$ cat src/clk_ts_pkg.sv
// Constants shared by the clock select, time stamp and calibration block.
// Assumes a 250 MHz system clock and a 32-bit classic Wishbone register bus.
package clk_ts_pkg;
   localparam int SYS_CLK_MHZ = 250;
   localparam int ADR_W = 8;
   localparam int NUM_PINS = 4;
   localparam int PIN_SEL_W = 2;

   // Register byte offsets.
   localparam logic [ADR_W-1:0] CLK_CFG_OFS = 8'h00;
   localparam logic [ADR_W-1:0] LF_TRIM_OFS = 8'h04;
   localparam logic [ADR_W-1:0] HF_TRIM_OFS = 8'h08;
   localparam logic [ADR_W-1:0] STAMP_CTL_OFS = 8'h0c;
   localparam logic [ADR_W-1:0] STAMP_INTERVAL_OFS = 8'h10;
   localparam logic [ADR_W-1:0] SLOT_DELTA_OFS = 8'h14;
   localparam logic [ADR_W-1:0] HF_CAL_CTL_OFS = 8'h18;
   localparam logic [ADR_W-1:0] HF_CAL_RESULT_OFS = 8'h1c;

   // Clock configuration fields.
   localparam int RATE_BIT = 0;
   localparam int FAST_EN_BIT = 1;
   localparam int SLOW_EN_BIT = 2;
   localparam int MODE_LSB = 3;
   localparam int MODE_W = 2;
   localparam int EXT_SEL_LSB = 8;
   localparam int RUN_BIT = 16;

   // Trim fields.
   localparam int SLOW_TRIM_LSB = 0;
   localparam int SLOW_TRIM_W = 6;
   localparam int FAST_TRIM_LSB = 16;
   localparam int FAST_TRIM_W = 10;
   localparam int HF_TRIM_LSB = 0;
   localparam int HF_TRIM_W = 8;

   // Time stamp control fields.
   localparam int ARM_BIT = 0;
   localparam int REARM_BIT = 1;
   localparam int INVERT_BIT = 2;
   localparam int STAMP_SEL_LSB = 8;

   localparam int CAL_TRIGGER_BIT = 0;
   localparam int STAMP_W = 32;
   localparam int HF_CAL_W = 16;

   // Clock source modes.
   localparam logic [MODE_W-1:0] MODE_INTERNAL = 2'h0;
   localparam logic [MODE_W-1:0] MODE_EXT_LF = 2'h1;
   localparam logic [MODE_W-1:0] MODE_EXT_HF = 2'h2;
   localparam logic [MODE_W-1:0] MODE_EXT_BOTH = 2'h3;

   // Division of the external 32 MHz clock and calibration windows.
   localparam int DIV_W = 10;
   localparam logic [DIV_W-1:0] DIV_TO_32K = 10'd1000;
   localparam logic [DIV_W-1:0] DIV_TO_1M = 10'd32;
   localparam int CAL_LF_W = 8;
   localparam logic [CAL_LF_W-1:0] CAL_CYC_1M = 8'd128;
   localparam logic [CAL_LF_W-1:0] CAL_CYC_32K = 8'd32;

   // Settling time of the 32 MHz oscillator before counting starts.
   localparam int HF_SETTLE_NS = 10000;
   localparam int HF_SETTLE_CYC = (HF_SETTLE_NS * SYS_CLK_MHZ + 999) / 1000;
   localparam int SETTLE_W = 12;

   typedef enum logic [1:0] {
      CAL_IDLE = 2'b00,
      CAL_SETTLE = 2'b01,
      CAL_ALIGN = 2'b10,
      CAL_COUNT = 2'b11
   } cal_state_t;
endpackage : clk_ts_pkg

$ cat src/pin_sync.sv
// Three-stage synchroniser with edge pulses for one asynchronous input.
// Assumes the input may change at any time relative to sys_clk_i.
`timescale 1ns/1ps
module pin_sync (
   input wire logic sys_clk_i,
   input wire logic rst_b_i,
   input wire logic pin_i,
   output logic level_o,
   output logic rise_o,
   output logic fall_o
);
   logic meta_r;
   logic sync_r;
   logic late_r;

   // A change counts only once the second and third stages agree.
   always_ff @(posedge sys_clk_i or negedge rst_b_i)
   begin
      if (!rst_b_i)
      begin
         meta_r <= 1'b0;
         sync_r <= 1'b0;
         late_r <= 1'b0;
         level_o <= 1'b0;
         rise_o <= 1'b0;
         fall_o <= 1'b0;
      end
      else
      begin
         meta_r <= pin_i;
         sync_r <= meta_r;
         late_r <= sync_r;
         rise_o <= (sync_r == late_r) && late_r && !level_o;
         fall_o <= (sync_r == late_r) && !late_r && level_o;
         if (sync_r == late_r)
         begin
            level_o <= late_r;
         end
      end
   end
endmodule : pin_sync

$ cat src/clock_select_timestamp_calibration.sv
// Clock source selection, time stamp capture and 32 MHz oscillator calibration.
// Assumes oscillator outputs and pins arrive asynchronously and the slot sequencer shares sys_clk_i.
`timescale 1ns/1ps
// Contract
// - Rate bit picks internal 32 kHz when 0, 1 MHz when 1.
// - Each internal low frequency oscillator runs only while its enable bit is 1.
// - 6-bit trim for the 32 kHz oscillator, 10-bit trim for 1 MHz.
// - Mode 1 takes the low frequency base straight from the chosen pin.
// - Mode 2 takes only the fast clock from the pin; mode 3 both.
// - Mode 3 divides the external 32 MHz by 32 or 1000 per rate bit.
// - Modes 0 and 1 power the internal 32 MHz only for wake-up, active slots or calibration.
// - External clocks come from the pin named by the clock pin select field.
// - The 32 MHz clock drives the high speed slot timing machine.
// - A counter of low frequency cycles measures spacing between stamp triggers.
// - Each capture records low frequency cycles left to the next slot start.
// - Setting the arm bit arms capture on the stamp pin's next active edge.
// - Capture clears the arm bit unless automatic re-arm is set.
// - Triggers fire on rising edges, or falling edges when invert is set.
// - Interval counting works whenever the low frequency clock runs, even outside go.
// - Calibration trigger powers the 32 MHz oscillator in modes 0 and 1 and waits for it to settle.
// - Count 32 MHz cycles over 128 fast or 32 slow low frequency cycles.
// - Afterwards power down unless wake-up or active slots need it, and clear the trigger bit in the same cycle.
// - With an external low frequency clock, calibration counts against that clock.
// - A trim field adjusts the 32 MHz oscillator frequency.
// - Run bit 0 to 1 starts slots; writing 0 stops and resets them.
module clock_select_timestamp_calibration (
   input wire logic sys_clk_i,
   input wire logic rst_b_i,
   input wire logic wb_cyc_i,
   input wire logic wb_stb_i,
   input wire logic wb_we_i,
   input wire logic [clk_ts_pkg::ADR_W-1:0] wb_adr_i,
   input wire logic [3:0] wb_sel_i,
   input wire logic [31:0] wb_dat_i,
   output logic [31:0] wb_dat_o,
   output logic wb_ack_o,
   input wire logic [clk_ts_pkg::NUM_PINS-1:0] gpio_i,
   input wire logic osc_slow_lf_i,
   input wire logic osc_fast_lf_i,
   input wire logic osc_hf_i,
   input wire logic wake_window_i,
   input wire logic slots_active_i,
   input wire logic [clk_ts_pkg::STAMP_W-1:0] slot_countdown_i,
   output logic slow_lf_osc_enable_o,
   output logic fast_lf_osc_enable_o,
   output logic hf_osc_enable_o,
   output logic [clk_ts_pkg::SLOW_TRIM_W-1:0] slow_lf_trim_o,
   output logic [clk_ts_pkg::FAST_TRIM_W-1:0] fast_lf_trim_o,
   output logic [clk_ts_pkg::HF_TRIM_W-1:0] hf_osc_trim_o,
   output logic lf_tick_o,
   output logic hf_tick_o,
   output logic run_mode_o,
   output logic go_start_o
);
   import clk_ts_pkg::*;

   localparam int NUM_SRC = NUM_PINS + 3;

   // Configuration state.
   logic lf_clock_rate_select_r;
   logic fast_lf_osc_enable_r;
   logic slow_lf_osc_enable_r;
   logic [MODE_W-1:0] clock_source_mode_r;
   logic [PIN_SEL_W-1:0] ext_clock_pin_select_r;
   logic run_mode_ctl_r;
   logic stamp_capture_arm_r;
   logic stamp_capture_arm_nxt;
   logic stamp_rearm_auto_r;
   logic stamp_edge_invert_r;
   logic [PIN_SEL_W-1:0] stamp_pin_select_r;
   logic hf_cal_trigger_r;
   logic [HF_CAL_W-1:0] hf_cal_result_r;

   // Time stamp state.
   logic [STAMP_W-1:0] stamp_cnt_r;
   logic [STAMP_W-1:0] stamp_interval_cycles_r;
   logic [STAMP_W-1:0] cycles_to_next_slot_r;

   // Clock generation and calibration state.
   logic [DIV_W-1:0] div_cnt_r;
   logic div_tick_r;
   cal_state_t cal_state_r;
   cal_state_t cal_state_nxt;
   logic [SETTLE_W-1:0] settle_cnt_r;
   logic [CAL_LF_W-1:0] cal_lf_cnt_r;
   logic [HF_CAL_W-1:0] cal_hf_cnt_r;

   // Synchronised oscillator and pin inputs.
   logic [NUM_SRC-1:0] src_raw;
   logic [NUM_SRC-1:0] src_rise;
   logic [NUM_SRC-1:0] src_fall;
   logic [NUM_PINS-1:0] pin_rise;
   logic [NUM_PINS-1:0] pin_fall;

   assign src_raw = {osc_hf_i, osc_fast_lf_i, osc_slow_lf_i, gpio_i};
   assign pin_rise = src_rise[NUM_PINS-1:0];
   assign pin_fall = src_fall[NUM_PINS-1:0];

   genvar gi;
   generate
      for (gi = 0; gi < NUM_SRC; gi++)
      begin : g_sync
         pin_sync u_sync (
            .sys_clk_i(sys_clk_i),
            .rst_b_i(rst_b_i),
            .pin_i(src_raw[gi]),
            .level_o(),
            .rise_o(src_rise[gi]),
            .fall_o(src_fall[gi])
         );
      end
   endgenerate

   wire slow_osc_rise = src_rise[NUM_PINS];
   wire fast_osc_rise = src_rise[NUM_PINS+1];
   wire hf_osc_rise = src_rise[NUM_PINS+2];

   // Clock source selection.
   wire ext_clk_rise = pin_rise[ext_clock_pin_select_r];
   wire int_lf_tick = lf_clock_rate_select_r ? (fast_osc_rise && fast_lf_osc_enable_r)
                                             : (slow_osc_rise && slow_lf_osc_enable_r);
   wire mode_ext_lf = (clock_source_mode_r == MODE_EXT_LF);
   wire mode_ext_both = (clock_source_mode_r == MODE_EXT_BOTH);
   wire hf_internal = (clock_source_mode_r == MODE_INTERNAL) || mode_ext_lf;
   wire lf_tick = mode_ext_lf ? ext_clk_rise : (mode_ext_both ? div_tick_r : int_lf_tick);
   wire hf_tick = hf_internal ? (hf_osc_rise && hf_osc_enable_o) : ext_clk_rise;
   wire lf_running = mode_ext_lf || mode_ext_both ||
                     (lf_clock_rate_select_r ? fast_lf_osc_enable_r : slow_lf_osc_enable_r);
   wire [DIV_W-1:0] div_limit = lf_clock_rate_select_r ? DIV_TO_1M : DIV_TO_32K;
   wire div_wrap = (div_cnt_r == div_limit - 1'b1);

   // Bus decode.
   wire bus_req = wb_cyc_i && wb_stb_i && !wb_ack_o;
   wire bus_wr = bus_req && wb_we_i;
   wire wr_clk_cfg = bus_wr && (wb_adr_i == CLK_CFG_OFS);
   wire wr_lf_trim = bus_wr && (wb_adr_i == LF_TRIM_OFS);
   wire wr_hf_trim = bus_wr && (wb_adr_i == HF_TRIM_OFS);
   wire wr_stamp_ctl = bus_wr && (wb_adr_i == STAMP_CTL_OFS);
   wire wr_cal_ctl = bus_wr && (wb_adr_i == HF_CAL_CTL_OFS);
   wire [31:0] byte_mask = {{8{wb_sel_i[3]}}, {8{wb_sel_i[2]}}, {8{wb_sel_i[1]}}, {8{wb_sel_i[0]}}};

   // Read-back words, each field shifted to its position.
   wire [31:0] clk_cfg_rd = (32'(lf_clock_rate_select_r) << RATE_BIT) | (32'(fast_lf_osc_enable_r) << FAST_EN_BIT)
      | (32'(slow_lf_osc_enable_r) << SLOW_EN_BIT) | (32'(clock_source_mode_r) << MODE_LSB)
      | (32'(ext_clock_pin_select_r) << EXT_SEL_LSB) | (32'(run_mode_ctl_r) << RUN_BIT);
   wire [31:0] lf_trim_rd = (32'(slow_lf_trim_o) << SLOW_TRIM_LSB) | (32'(fast_lf_trim_o) << FAST_TRIM_LSB);
   wire [31:0] hf_trim_rd = 32'(hf_osc_trim_o) << HF_TRIM_LSB;
   wire [31:0] stamp_ctl_rd = (32'(stamp_capture_arm_r) << ARM_BIT) | (32'(stamp_rearm_auto_r) << REARM_BIT)
      | (32'(stamp_edge_invert_r) << INVERT_BIT) | (32'(stamp_pin_select_r) << STAMP_SEL_LSB);
   wire [31:0] cal_ctl_rd = 32'(hf_cal_trigger_r) << CAL_TRIGGER_BIT;
   wire [31:0] cal_result_rd = 32'(hf_cal_result_r);
   logic [31:0] rd_mux;

   always_comb
   begin
      case (wb_adr_i)
         CLK_CFG_OFS: rd_mux = clk_cfg_rd;
         LF_TRIM_OFS: rd_mux = lf_trim_rd;
         HF_TRIM_OFS: rd_mux = hf_trim_rd;
         STAMP_CTL_OFS: rd_mux = stamp_ctl_rd;
         STAMP_INTERVAL_OFS: rd_mux = stamp_interval_cycles_r;
         SLOT_DELTA_OFS: rd_mux = cycles_to_next_slot_r;
         HF_CAL_CTL_OFS: rd_mux = cal_ctl_rd;
         HF_CAL_RESULT_OFS: rd_mux = cal_result_rd;
         default: rd_mux = 32'h0;
      endcase
   end

   // Merged words hold the written bytes over the current contents.
   wire [31:0] clk_cfg_wr = (clk_cfg_rd & ~byte_mask) | (wb_dat_i & byte_mask);
   wire [31:0] lf_trim_wr = (lf_trim_rd & ~byte_mask) | (wb_dat_i & byte_mask);
   wire [31:0] hf_trim_wr = (hf_trim_rd & ~byte_mask) | (wb_dat_i & byte_mask);
   wire [31:0] stamp_ctl_wr = (stamp_ctl_rd & ~byte_mask) | (wb_dat_i & byte_mask);
   wire [31:0] cal_ctl_wr = (cal_ctl_rd & ~byte_mask) | (wb_dat_i & byte_mask);

   always_ff @(posedge sys_clk_i or negedge rst_b_i)
   begin
      if (!rst_b_i)
      begin
         wb_ack_o <= 1'b0;
         wb_dat_o <= 32'h0;
      end
      else
      begin
         wb_ack_o <= bus_req;
         wb_dat_o <= bus_req ? rd_mux : 32'h0;
      end
   end

   always_ff @(posedge sys_clk_i or negedge rst_b_i)
   begin
      if (!rst_b_i)
      begin
         lf_clock_rate_select_r <= 1'b0;
         fast_lf_osc_enable_r <= 1'b0;
         slow_lf_osc_enable_r <= 1'b0;
         clock_source_mode_r <= MODE_INTERNAL;
         ext_clock_pin_select_r <= '0;
         run_mode_ctl_r <= 1'b0;
      end
      else if (wr_clk_cfg)
      begin
         lf_clock_rate_select_r <= clk_cfg_wr[RATE_BIT];
         fast_lf_osc_enable_r <= clk_cfg_wr[FAST_EN_BIT];
         slow_lf_osc_enable_r <= clk_cfg_wr[SLOW_EN_BIT];
         clock_source_mode_r <= clk_cfg_wr[MODE_LSB +: MODE_W];
         ext_clock_pin_select_r <= clk_cfg_wr[EXT_SEL_LSB +: PIN_SEL_W];
         run_mode_ctl_r <= clk_cfg_wr[RUN_BIT];
      end
   end

   // Clock outputs, trims, run control and the mode 3 divider.
   always_ff @(posedge sys_clk_i or negedge rst_b_i)
   begin
      if (!rst_b_i)
      begin
         div_cnt_r <= '0;
         div_tick_r <= 1'b0;
         lf_tick_o <= 1'b0;
         hf_tick_o <= 1'b0;
         run_mode_o <= 1'b0;
         go_start_o <= 1'b0;
         hf_osc_enable_o <= 1'b0;
         slow_lf_osc_enable_o <= 1'b0;
         fast_lf_osc_enable_o <= 1'b0;
         slow_lf_trim_o <= '0;
         fast_lf_trim_o <= '0;
         hf_osc_trim_o <= '0;
      end
      else
      begin
         if (!mode_ext_both)
         begin
            div_cnt_r <= '0;
         end
         else if (ext_clk_rise)
         begin
            div_cnt_r <= div_wrap ? '0 : div_cnt_r + 1'b1;
         end
         div_tick_r <= mode_ext_both && ext_clk_rise && div_wrap;
         lf_tick_o <= lf_tick;
         hf_tick_o <= hf_tick;
         run_mode_o <= run_mode_ctl_r;
         go_start_o <= run_mode_ctl_r && !run_mode_o;
         hf_osc_enable_o <= hf_internal &&
                            (wake_window_i || slots_active_i || (cal_state_nxt != CAL_IDLE));
         slow_lf_osc_enable_o <= slow_lf_osc_enable_r;
         fast_lf_osc_enable_o <= fast_lf_osc_enable_r;
         if (wr_lf_trim)
         begin
            slow_lf_trim_o <= lf_trim_wr[SLOW_TRIM_LSB +: SLOW_TRIM_W];
            fast_lf_trim_o <= lf_trim_wr[FAST_TRIM_LSB +: FAST_TRIM_W];
         end
         if (wr_hf_trim)
         begin
            hf_osc_trim_o <= hf_trim_wr[HF_TRIM_LSB +: HF_TRIM_W];
         end
      end
   end

   // Time stamp capture.
   wire stamp_edge = stamp_edge_invert_r ? pin_fall[stamp_pin_select_r]
                                         : pin_rise[stamp_pin_select_r];
   wire stamp_capture = stamp_capture_arm_r && stamp_edge;

   // A software write to the arm bit wins over the clear by a capture.
   assign stamp_capture_arm_nxt = wr_stamp_ctl ? stamp_ctl_wr[ARM_BIT]
                                : ((stamp_capture && !stamp_rearm_auto_r) ? 1'b0 : stamp_capture_arm_r);

   always_ff @(posedge sys_clk_i or negedge rst_b_i)
   begin
      if (!rst_b_i)
      begin
         stamp_capture_arm_r <= 1'b0;
         stamp_rearm_auto_r <= 1'b0;
         stamp_edge_invert_r <= 1'b0;
         stamp_pin_select_r <= '0;
         stamp_cnt_r <= '0;
         stamp_interval_cycles_r <= '0;
         cycles_to_next_slot_r <= '0;
      end
      else
      begin
         stamp_capture_arm_r <= stamp_capture_arm_nxt;
         if (wr_stamp_ctl)
         begin
            stamp_rearm_auto_r <= stamp_ctl_wr[REARM_BIT];
            stamp_edge_invert_r <= stamp_ctl_wr[INVERT_BIT];
            stamp_pin_select_r <= stamp_ctl_wr[STAMP_SEL_LSB +: PIN_SEL_W];
         end
         if (stamp_capture)
         begin
            stamp_interval_cycles_r <= stamp_cnt_r;
            cycles_to_next_slot_r <= slot_countdown_i;
            stamp_cnt_r <= '0;
         end
         else if (lf_running && lf_tick && !(&stamp_cnt_r))
         begin
            stamp_cnt_r <= stamp_cnt_r + 1'b1;
         end
      end
   end

   // Calibration of the 32 MHz oscillator.
   wire cal_start = wr_cal_ctl && cal_ctl_wr[CAL_TRIGGER_BIT] && (cal_state_r == CAL_IDLE);
   wire [CAL_LF_W-1:0] cal_window = lf_clock_rate_select_r ? CAL_CYC_1M : CAL_CYC_32K;
   wire settle_done = (settle_cnt_r == SETTLE_W'(HF_SETTLE_CYC - 1));
   wire cal_last = lf_tick && (cal_lf_cnt_r == cal_window - 1'b1);
   wire [HF_CAL_W-1:0] cal_hf_inc = cal_hf_cnt_r + HF_CAL_W'(hf_tick && !(&cal_hf_cnt_r));

   always_comb
   begin
      cal_state_nxt = cal_state_r;
      case (cal_state_r)
         CAL_IDLE: if (cal_start) cal_state_nxt = CAL_SETTLE;
         CAL_SETTLE: if (settle_done) cal_state_nxt = CAL_ALIGN;
         CAL_ALIGN: if (lf_tick) cal_state_nxt = CAL_COUNT;
         CAL_COUNT: if (cal_last) cal_state_nxt = CAL_IDLE;
         default: cal_state_nxt = CAL_IDLE;
      endcase
   end

   always_ff @(posedge sys_clk_i or negedge rst_b_i)
   begin
      if (!rst_b_i)
      begin
         cal_state_r <= CAL_IDLE;
         settle_cnt_r <= '0;
         cal_lf_cnt_r <= '0;
         cal_hf_cnt_r <= '0;
         hf_cal_trigger_r <= 1'b0;
         hf_cal_result_r <= '0;
      end
      else
      begin
         cal_state_r <= cal_state_nxt;
         settle_cnt_r <= (cal_state_r == CAL_SETTLE) ? settle_cnt_r + 1'b1 : '0;
         if (cal_start)
         begin
            hf_cal_trigger_r <= 1'b1;
         end
         else if ((cal_state_r == CAL_COUNT) && cal_last)
         begin
            hf_cal_trigger_r <= 1'b0;
         end
         if (cal_state_r != CAL_COUNT)
         begin
            cal_lf_cnt_r <= '0;
            cal_hf_cnt_r <= '0;
         end
         else
         begin
            cal_hf_cnt_r <= cal_hf_inc;
            if (lf_tick)
            begin
               cal_lf_cnt_r <= cal_lf_cnt_r + 1'b1;
            end
            if (cal_last)
            begin
               hf_cal_result_r <= cal_hf_inc;
            end
         end
      end
   end
endmodule : clock_select_timestamp_calibration

$ cat config.mk
export PLATFORM = sky130hd
export DESIGN_NAME = clock_select_timestamp_calibration
export DESIGN_NICKNAME = d
export VERILOG_FILES = /design/src/clk_ts_pkg.sv /design/src/pin_sync.sv /design/src/clock_select_timestamp_calibration.sv
export SDC_FILE = /design/constraint.sdc
export NUM_CORES = 1
export LEC_CHECK = 0
export ABC_AREA = 1
export BUFFER_PORTS_ARGS = -buffer_cell sky130_fd_sc_hd__buf_2
export CAP_MARGIN = 0
export CORE_ASPECT_RATIO = 1.5
export CORE_MARGIN = 4
export CORE_UTILIZATION = 35
export DETAILED_ROUTE_END_ITERATION = 6
export PLACE_DENSITY_LB_ADDON = 0.08
export SETUP_SLACK_MARGIN = 0.2
export SYNTH_ARGS = -nofsm -noshare
export SYNTH_HDL_FRONTEND = slang
export SYNTH_SLANG_ARGS = --single-unit
$ cat constraint.sdc
create_clock -name sys_clk_i -period 7.1 [get_ports sys_clk_i]
set_input_delay 1.065 -clock sys_clk_i [delete_from_list [all_inputs] [get_ports sys_clk_i]]
set_output_delay 1.065 -clock sys_clk_i [all_outputs]
set_load 0.03 [all_outputs]
==> implementation parameters <==
Parameter                              Value

Floorplan
  Row count ... 85
  Number of ports placed on the die boundary ... between 150 and 200
  Die Y ... 242 um
  Die Wd ... 164 um
  Area enclosed by the die boundary ... between 30000 and 40000 um2
  Initial core utilization ... a little over a third
  Core Box Area ... 35900 um2

Detailed routing
  Vias after detailed routing ... 10100
  First-pass iteration count of the detailed router ... 5
  Antenna-violating nets left ... 0
  Mean number of vias per cell ... 4.77
  Routed wire length ... 35600 um
  Residual DRC count ... 0
  Final routed wire length divided by cell count ... between 15 and 20 um
  Drt first-iter violations ... approximately 570

Timing
  Hold slack final ... 0.343 ns
  RSZ-0062 raised after global routing ... no
  Post-route clock period utilization ... about 40%
  Fmax ... 350 MHz
  Tmin final ... 2.86 ns
  Relative max-transition margin ... 35.1%
  Final count of pins violating max slew ... 0
  Fin Clk Skew ... 0.0171 ns
  Slew @ Worst Pin ... 0.972 ns
  Final setup viols ... 0
  Final number of hold-violating endpoints ... 0
  Final setup margin ... 4.24 ns
  Total negative setup slack ... 0 ns

Min path
  Tightest Hold Check Type ... reg2reg

Global route
  Vias in the first global route ... just over 10000
  Met3 GRT Util ... 2.26%
  Antenna violations before repair ... 0
  GRT Residual Overflow ... 0
  Met1 track demand over resource in global routing ... 21.9%
  Most crowded layer after global routing ... met2
  Pin count of the biggest net entering global routing ... approximately 140
  Wire length of the first global-routing pass ... 57000 um
  GRT met2 Usage ... 33.0%
  GRT Util Overall ... 18.1%

Synthesis
  EDFF count, synth ... 0
  Combined area of all synthesized cells ... roughly 13000 um2
  Async set-or-reset flop fraction in the synthesized netlist ... 100%
  Synthesized area per cell ... between 8 and 9 um2
  Distinct cell type count after synthesis ... 47
  Share of the yosys chip area belonging to registers ... a little over half
  Ys Warns ... 0
  Post-synthesis net count ... 1578
  Total of flip-flops plus latches after synthesis ... 278
  Cells after synthesis ... 1471
  Flip-flop cell with the highest count after synthesis ... sky130_fd_sc_hd__dfrtp_1

Clock network
  Clock tree from TritonCTS ... done
  Root Buffer Master ... sky130_fd_sc_hd__clkbuf_16
  Maximum clock path buffer count ... 3
  Hold buffer count at cts ... 0
  Skew-Pair Late Insertion Delay ... 0.56 ns
  H-tree level count ... 1
  Clock buffers created by TritonCTS ... 30
  Count of instances resized after the clock tree is built ... 0
  Post-CTS Setup Inserts ... 0
  Num Clock Sinks ... between 200 and 300
  Clock transition at path regs ... 0.06 ns

Setup path
  Critical path required time ... between 7 and 8 ns
  Largest fanout on the critical path ... 4
  CP Capture Type ... flop
  Buffering stage count on the worst path with inverters included ... 2
  Delay of the slowest cell on the worst path ... about 0.42 ns
  Startpoint Class ... flop
  Cell repeated most along the worst path ... sky130_fd_sc_hd__nand2_1
  CP top delay family ... simple AND/OR/NAND/NOR gates
  Slowest CP cell ... sky130_fd_sc_hd__dfrtp_1
  WP data arrival ... 3.33 ns
  Cell-by-cell listing of the critical path ... inv_2 > nand2_1 > nand3_1 > nand2_1 > nor2_1 > a31oi_1 > a41oi_1 > ha_1 > ha_1 > nand3_1 > nor2_1 > nand2_1 > nor3_1 > xor2_1 > inv_1 > o21ai_1
  Crit path kind ... reg2reg

Pwr
  Leakage ... 7.02 nW
  Power density over the cells ... ~220 nW/um2
  Final Power ... between 3 and 4 mW
  Highest ir drop seen on vdd ... 0.168 mV

Place
  Count of buffers from port buffering ... approximately 140
  Worst slack at placement ... between 3 and 4 ns
  Last weighted congestion value of the routability-driven placer ... 0.885
  Sum of net half-perimeters after detailed placement ... 25300 um

Run status
  Status ... completed

Layout
  Net count, final ... roughly 1700
  Fraction of final layout cells with drive strength greater than 1 ... 17.7%
  Layout overhead on the synthesized area ... 16.0%
  Number of inserted diodes ... 0
  Post-Route Utilization ... between 40 and 50%

Flow run
  Max Cap Viol ... 0
==> logic make-up (layout without fill, tap and decap cells) <==
| kind of cell | after synthesis | after routing | share of synthesized area, % |
|---|---|---|---|
| mux | 14 | 14 | 1.23 |
| fa+ha+maj | 17 | 17 | 1.66 |
| simple gates | 750 | 750 | 26.0 |
| buf+inv | 198 | 357 | 6.65 |
| flops | 278 | 278 | 54.4 |
| xor+xnor | 26 | 26 | 1.78 |
| compound gates | 188 | 188 | 8.29 |
==> metrics by stage <==
step	cells	instance area (um2)
6_report	2108	14800
5_1_grt	2108	14800
4_1_cts	2108	14800
3_5_place_dp	2054	13900
3_3_place_gp	2054	13900
2_1_floorplan	1471	12800
==> report_power, final <==
part	total, mW	internal, mW	switching (mW)
clock network	1.49	0.836	0.651
logic	0.104	0.0338	0.0703
registers	1.62	1.61	0.0138
total	3.21	2.48	0.735
==> metal layers <==
layer,vias up,part of all wire [%]
li1,4997,-
met1,4837,41
met2,165,52
met3,53,3.7
met4,0,2.8
met5,-,0
==> Yosys cell counts (2+ instances only) <==
library cell	count	area share, %
sky130_fd_sc_hd__a31oi_1	3	0.15
sky130_fd_sc_hd__o31ai_1	2	0.12
sky130_fd_sc_hd__dfrtp_1	278	54
sky130_fd_sc_hd__inv_2	12	0.35
sky130_fd_sc_hd__nor3_1	30	1.2
sky130_fd_sc_hd__nor2_4	4	0.35
sky130_fd_sc_hd__nand3_2	11	0.86
sky130_fd_sc_hd__inv_1	143	4.2
sky130_fd_sc_hd__nor2_1	111	3.3
sky130_fd_sc_hd__ha_1	17	1.7
sky130_fd_sc_hd__clkbuf_1	10	0.29
sky130_fd_sc_hd__nand4_1	15	0.73
sky130_fd_sc_hd__o211ai_1	3	0.18
sky130_fd_sc_hd__o21ai_1	23	0.90
sky130_fd_sc_hd__o22ai_1	7	0.34
sky130_fd_sc_hd__mux2_2	14	1.2
sky130_fd_sc_hd__nor2_2	8	0.39
sky130_fd_sc_hd__and3_1	3	0.15
sky130_fd_sc_hd__nor3_4	2	0.25
sky130_fd_sc_hd__xnor2_1	6	0.41
sky130_fd_sc_hd__xor2_1	20	1.4
sky130_fd_sc_hd__a41oi_1	4	0.27
sky130_fd_sc_hd__and2_1	3	0.15
sky130_fd_sc_hd__nand2_1	454	13
sky130_fd_sc_hd__nand2_2	7	0.34
sky130_fd_sc_hd__o21ai_0	98	3.8
sky130_fd_sc_hd__nor3_2	2	0.16
sky130_fd_sc_hd__buf_2	18	0.70
sky130_fd_sc_hd__nand4_2	13	1.3
sky130_fd_sc_hd__nand3b_1	3	0.18
sky130_fd_sc_hd__buf_4	3	0.18
sky130_fd_sc_hd__a21oi_1	26	1.0
sky130_fd_sc_hd__o21ai_2	17	1.2
sky130_fd_sc_hd__nand3_1	80	3.1
sky130_fd_sc_hd__buf_6	9	0.79
==> cell type report <==
| class | count | area (um2) |
|---|---|---|
| fillers | 3764 | 21100 |
| multi-input cells | 995 | 4990 |
| flip-flops and latches | 278 | 6960 |
| repair buffers | 147 | 773 |
| clock inverters | 14 | 76.3 |
| inverters | 156 | 588 |
| well taps | 478 | 598 |
| clock buffers | 40 | 850 |
==> path summary, 6_finish.rpt <==
kind                       slack, ns                 endpoint  cells after the start               startpoint
setup / recovery                4.24      hf_cal_result_r[14]                     16                     flop
hold / removal                  0.34  g_sync[2].u_sync.sync_r                      0  g_sync[2].u_sync.meta_r
setup reg to reg                4.24      hf_cal_result_r[14]                     16                     flop
hold reg to reg                 0.34  g_sync[2].u_sync.sync_r                      0  g_sync[2].u_sync.meta_r
max in group asynchronous       5.27          settle_cnt_r[3]                      2                  rst_b_i
min in group asynchronous       0.46             div_cnt_r[5]                      1                  rst_b_i
==> cell usage in the layout, fill, tap and decap left out, drive strengths merged <==
master    Yosys  layout
o21ai       138     138
nor3         34      34
clkbuf       11      40
or2           1       1
nor2        123     123
nand2       462     462
o21a          1       1
dfrtp       278     278
nand3b        3       3
nor3b         1       1
clkinvlp      0       1
a22o          1       1
mux2         14      14
and2          3       3
nand3        91      91
o22ai         7       7
nand4        28      28
inv         156     156
o31ai         2       2
o211ai        3       3
xor2         20      20
and3          3       3
buf          31     147
a31oi         3       3
a41oi         4       4
o21bai        1       1
ha           17      17
clkinv        0      13
a221oi        1       1
nor4          1       1
a211oi        1       1
xnor2         6       6
a21oi        26      26
No activity file was read; power rests on OpenSTA's default activity.
